<file path="src/hdl/stream_pkg.sv">
// stream_pkg: shared types and constants for the stream channel slave
// assumes a single clock domain shared with the upstream producer
package stream_pkg;

  // payload layout
  localparam int DATA_W = 32;
  localparam int STRB_W = DATA_W / 8;
  localparam int USER_W = 4;
  localparam int ID_W = 4;
  localparam int DEST_W = 4;

  // reset values
  localparam logic READY_RST = 1'b0;
  localparam logic [15:0] COUNT_RST = 16'h0000;

  // one forward beat; every field travels from producer to consumer
  typedef struct packed {
    logic [DATA_W-1:0] data;
    logic [STRB_W-1:0] strb;
    logic [USER_W-1:0] user;
    logic last;
    logic [ID_W-1:0] id;
    logic [DEST_W-1:0] dest;
  } beat_s;

  // slave acceptance modes
  typedef enum logic [1:0] {
    ST_RESET = 2'b00,
    ST_ARMED = 2'b01,
    ST_HOLD = 2'b11
  } slave_state_e;

endpackage : stream_pkg

</file>
<file path="src/hdl/stream_slave.sv">
// stream_slave: consumer end of one valid/ready stream channel
// assumes the producer shares clk and rstn and keeps the channel rules
`timescale 1ns/1ps
`default_nettype none

// Functional notes
// - a beat transfers only when valid and ready are high together
// - ready may rise before, with, or after valid
// - valid never depends on ready; ready may depend on valid
// - ready is never combinational from valid; it is registered
// - no combinational path from any channel input to any output
// - ready is pre-asserted whenever there is room outside the ST_RESET cycle, minimising latency
// - no combinational paths between related channels either
// - only ready runs backward; status leaves out of band
// - payload is taken only on an accepted beat
// - only valid is mandatory; other fields are optional
// - an omitted ready is taken as constant one
module stream_slave
  import stream_pkg::*;
#(
  parameter bit HAS_READY = 1'b1
)
(
  // clock and reset
  input wire logic clk,
  input wire logic rstn,
  // stream channel from the producer
  input wire logic s_valid,
  input wire beat_s s_beat,
  output logic s_ready,
  // user side: captured beat
  output logic out_valid,
  output beat_s out_beat,
  input wire logic out_take,
  // out-of-band status
  output logic [15:0] beat_count
);

  slave_state_e state_r, state_nxt;
  logic ready_r, ready_nxt;
  logic hold_r, hold_nxt;
  beat_s beat_r, beat_nxt;
  logic [15:0] count_r, count_nxt;
  logic ready_eff;
  logic xfer;
  logic capture;

  // handshake qualifier, shared by the datapath and the checks below
  function automatic logic fire(input logic valid_in, input logic ready_in);
    return valid_in && ready_in;
  endfunction : fire

  // effective ready: constant one when the port is omitted
  assign ready_eff = HAS_READY ? ready_r : 1'b1;
  // a beat counts only when both sides agree in one cycle
  assign xfer = fire(s_valid, ready_eff);
  // the first cycle out of reset takes nothing, even with ready omitted; state_r is still ST_RESET there
  assign capture = xfer && (state_r == ST_ARMED);

  // control next state; with HAS_READY set a full slot always sees ready low, so no beat is overwritten
  always_comb
  begin
    state_nxt = state_r;
    ready_nxt = ready_r;
    hold_nxt = hold_r;
    case (state_r)
      ST_RESET:
      begin
        state_nxt = ST_ARMED;
        ready_nxt = 1'b1; // pre-assert before any valid
      end
      ST_ARMED:
      begin
        if (capture)
        begin
          hold_nxt = 1'b1;
          // registered drop costs a bubble per beat but never loses one
          if (HAS_READY)
          begin
            state_nxt = ST_HOLD;
            ready_nxt = 1'b0;
          end
        end
        else if (out_take)
        begin
          hold_nxt = 1'b0;
        end
      end
      ST_HOLD:
      begin
        if (out_take)
        begin
          hold_nxt = 1'b0;
          state_nxt = ST_ARMED;
          ready_nxt = 1'b1; // ready returns regardless of valid
        end
      end
      default:
      begin
        state_nxt = ST_RESET;
        ready_nxt = READY_RST;
      end
    endcase
  end

  // control registers; synchronous reset
  always_ff @(posedge clk)
  begin
    if (!rstn)
    begin
      state_r <= ST_RESET;
      ready_r <= READY_RST;
      hold_r <= 1'b0;
    end
    else
    begin
      state_r <= state_nxt;
      ready_r <= ready_nxt;
      hold_r <= hold_nxt;
    end
  end

  // payload next state; without ready an untaken beat is simply overwritten
  always_comb
  begin
    beat_nxt = beat_r;
    count_nxt = count_r;
    if (capture)
    begin
      beat_nxt = s_beat;
      count_nxt = count_r + 16'h0001;
    end
  end

  // payload registers; synchronous reset
  always_ff @(posedge clk)
  begin
    if (!rstn)
    begin
      beat_r <= '0;
      count_r <= COUNT_RST;
    end
    else
    begin
      beat_r <= beat_nxt;
      count_r <= count_nxt;
    end
  end

  // all outputs straight from flip-flops
  assign s_ready = ready_r;
  assign out_valid = hold_r;
  assign out_beat = beat_r;
  assign beat_count = count_r;

  // helper: previous-cycle view of the channel
  logic prev_valid_r, prev_ready_r;
  always_ff @(posedge clk)
  begin
    if (!rstn)
    begin
      prev_valid_r <= 1'b0;
      prev_ready_r <= 1'b0;
    end
    else
    begin
      prev_valid_r <= s_valid;
      prev_ready_r <= ready_eff;
    end
  end
endmodule : stream_slave

`default_nettype wire

</file>
<file path="config.mk">
export PLATFORM = sky130hd
export DESIGN_NAME = stream_slave
export DESIGN_NICKNAME = d
export VERILOG_FILES = /design/src/hdl/stream_pkg.sv /design/src/hdl/stream_slave.sv
export SDC_FILE = /design/constraint.sdc
export NUM_CORES = 1
export LEC_CHECK = 0
export BUFFER_PORTS_ARGS = -buffer_cell sky130_fd_sc_hd__buf_4
export CAP_MARGIN = 20
export CORE_AREA = 2 2 96 61
export CTS_BUF_LIST = sky130_fd_sc_hd__clkbuf_8
export DETAILED_ROUTE_END_ITERATION = 10
export DIE_AREA = 0 0 98 63
export PLACE_DENSITY = 0.88
export SKIP_CTS_REPAIR_TIMING = 1
export SYNTH_ARGS = -nofsm -noshare
export SYNTH_HDL_FRONTEND = slang
export SYNTH_SLANG_ARGS = --single-unit
</file>
<file path="constraint.sdc">
create_clock -name clk -period 2.6 [get_ports clk]
set_clock_uncertainty 0.05 [all_clocks]
set_input_delay 0.78 -clock clk [delete_from_list [all_inputs] [get_ports clk]]
set_output_delay 0.78 -clock clk [all_outputs]
set_load 0.02 [all_outputs]
</file>
==> metrics <==
status finished, final reports clean; CP max stage cell dfxtp_1; core footprint 5334 sq um; total power 0.002453 W; largest area contributor in the netlist dfxtp_1; critical path startpoint category register; Max Fclk 0.5287 GHz; CP max stage delay 410 ps; Netlist cell types 30; die span in x 98 um; most frequent cells in the layout buf_4 (121), nand2_1 (108), dfxtp_1 (69), a21oi_1 (53), nor2_1 (17); most common cell after layout, fill and taps aside buf_4; Synth-to-Final Area Change 43.74%; Initial DRT Pass Iterations 4; Hold Path Depth 2; Num CTS Buffers 9; io pins 120; CTS root buf clkbuf_8; diode count 0; pwr dens 639.4 nW/um^2; Required @ worst endpoint 2770 ps; area share of the largest cell type after synthesis 0.5176; Max FO, Critical Path 19; Wirelength per Cell 13.19 um; crit path cell chain ha_1 -> nand3_2 -> nor4_2 -> xnor2_1 -> nor2_1; Worst-Margin Slew 440.9 ps; Mean Syn Cell Area 8.212 sq um; minimum clock period 1891 ps; chip height 63 um; share of layout cells above drive strength 1 0.3311; Net Switching 0.0006078 W; Critical path buffers and inverters 0; DRT iter0 DRCs 119; H-tree depth 3; min-delay worst type reg -> reg; clk_lat worst skew 340 ps; Placement Rows 21; CTS tree yes; post-synthesis sequential area ratio 0.5176; initial antenna violation count 0; P_int 0.001845 W; sw frac 0.2478; maximum clock path buffer count 2; clock-pin slew on the worst setup and hold paths 70 ps; Reg-to-Reg Start state_r[0]$_SDFFE_PN0P_; Worst Hold End out_beat[5]$_SDFFE_PN0P_; number of global-route vias before repair 2403; maximum VDD drop 0.4162 mV; vias per cell 4.992; worst hold start out_beat[5]$_SDFFE_PN0P_; Synthesized Nets 383; share of the clock period used by the worst path 0.7274; CP arrival 2070 ps; dpl cell area 3611 sq um; CP Capture Type register; Seq pwr share 0.465; Post-Synthesis Cell Area 2669 sq um; type of the worst setup path reg -> reg; Slew headroom 0.7057; ANT nets after route 0; first-pass GRT wire length 10.78 mm; final hold viol count 0; register bit count reported by yosys 69; Comb pwr share 0.139; Fin Setup TNS 0 ps; R2R depth 5; clock power share 0.397; RSZ-0062 raised after global routing no; R2R Path End beat_count[7]$_SDFFE_PN0P_; fill cell count 423; total wire length 6.767 mm; via count 2561; gr usage total 0.2198; Clock Sink Count 69; Detail Placement HPWL 4.832 mm; Synth warnings 0; Setup-failing EPs final 0; hold slack final 404.0 ps; Final Wtd Congestion 0.7422; I/O Buffers 119; Synth area leaders dfxtp_1 (52%), nand2_1 (15%), a21oi_1 (9.9%); Die ar. 6174 sq um; Gate Count Post-Synth 325; count of final max-slew check failures 0; Maximum Capacitance Violations 0; largest net degree at the start of global routing 53; leakage 1.648 nW; DRC 0; total grt overflow 0; Initial Utilization 0.5004; setup slack, reg-to-reg 710 ps; cell family with most CP delay simple AND/OR/NAND/NOR gates; Design Area, Final 3836 sq um; Final #Nets 497
-- power groups by stage --
| stage | sequential, W | combinational (W) | clock [W] |
|---|---|---|---|
| floorplan | 0.00121 | 0.000136 | 0 |
| global placement | 0.00116 | 0.000336 | 0 |
| detailed placement | 0.00116 | 0.000343 | 0 |
| CTS | 0.00114 | 0.000344 | 0.000995 |
| global route | 0.00115 | 0.000370 | 0.00104 |
| finish | 0.00114 | 0.000340 | 0.000973 |
-- routing by layer --
metal | track usage | share of wire | vias up
li1 | - | - | 1289
met1 | 0.2486 | 0.41 | 1175
met2 | 0.3707 | 0.48 | 87
met3 | 0.08501 | 0.084 | 10
met4 | 0.09549 | 0.018 | 0
met5 | 0 | 0 | -
-- metrics by stage --
step,utilization,std cells,worst slack (ps)
after floorplan,-,325,910.6
after global placement,0.6770,497,579.5
after detailed placement,0.6770,497,540.6
after global routing,0.7192,513,550.5
after CTS,0.7192,513,671.3
final,0.7192,513,708.7
-- worst reg2reg max path, delay by kind of cell, from the launching register on --
kind | cells | cell delay [ps]
xor gates and xnor gates | 1 | 150
adders and majority gates | 1 | 310
and+or+nand+nor | 3 | 870
DFF | 1 | 410
-- worst max path at each step --
| stage | from | to | slack, ps | cells past startpoint |
|---|---|---|---|---|
| 2_1_floorplan | rstn | beat_count[0]$_SDFFE_PN0P_ | 910 | 5 |
| 3_5_place_dp | s_valid | beat_count[7]$_SDFFE_PN0P_ | 540 | 5 |
| 5_1_grt | state_r[0]$_SDFFE_PN0P_ | beat_count[9]$_SDFFE_PN0P_ | 550 | 5 |
| 3_3_place_gp | s_valid | beat_count[7]$_SDFFE_PN0P_ | 580 | 5 |
| 4_1_cts | state_r[0]$_SDFFE_PN0P_ | beat_count[7]$_SDFFE_PN0P_ | 670 | 5 |
| 6_report | state_r[0]$_SDFFE_PN0P_ | beat_count[7]$_SDFFE_PN0P_ | 710 | 5 |
-- cells by family (layout without fill, tap and decap cells) --
| kind of cell | Yosys count | in the layout | share of synthesized area |
|---|---|---|---|
| adder cells (fa/ha/maj) | 5 | 5 | 0.02344 |
| flip-flops | 69 | 69 | 0.5176 |
| AO/OA/AOI/OAI | 57 | 57 | 0.1078 |
| XOR/XNOR | 10 | 10 | 0.03282 |
| buffers and inverters | 24 | 143 | 0.04032 |
| AND/OR/NAND/NOR | 155 | 155 | 0.2593 |
| multiplexers | 5 | 5 | 0.01875 |
-- synth_stat cells, drive strengths merged --
library cell / instances
a21oi: 53
inv: 4
or3: 1
nand4: 7
nor4: 4
buf: 14
xor2: 3
ha: 5
nand3b: 1
o21ai: 3
nor2b: 1
nor3: 4
xnor2: 7
nor2: 18
a211oi: 1
nand2: 108
and2: 1
and3: 1
nand2b: 3
dfxtp: 69
nand3: 6
clkbuf: 6
mux2i: 5
-- sequential cells by signal, indices dropped and copies added (netlist names) --
name and count:
out_valid 1, beat_count 16, state_r 2, s_ready 1, out_beat 49
-- final cells by class --
| class | instances | area [sq um] | area share |
|---|---|---|---|
| inverter | 4 | 15.01 | 0.003914 |
| sequential | 69 | 1381 | 0.3601 |
| multi-input combinational | 232 | 1180 | 0.3076 |
| clock inverter | 5 | 73.82 | 0.01924 |
| clock buffer | 11 | 151.4 | 0.03947 |
| timing repair buffer | 123 | 948.4 | 0.2472 |
| tap | 69 | 86.33 | 0.02250 |
No activity file was read; power rests on OpenSTA's default activity.
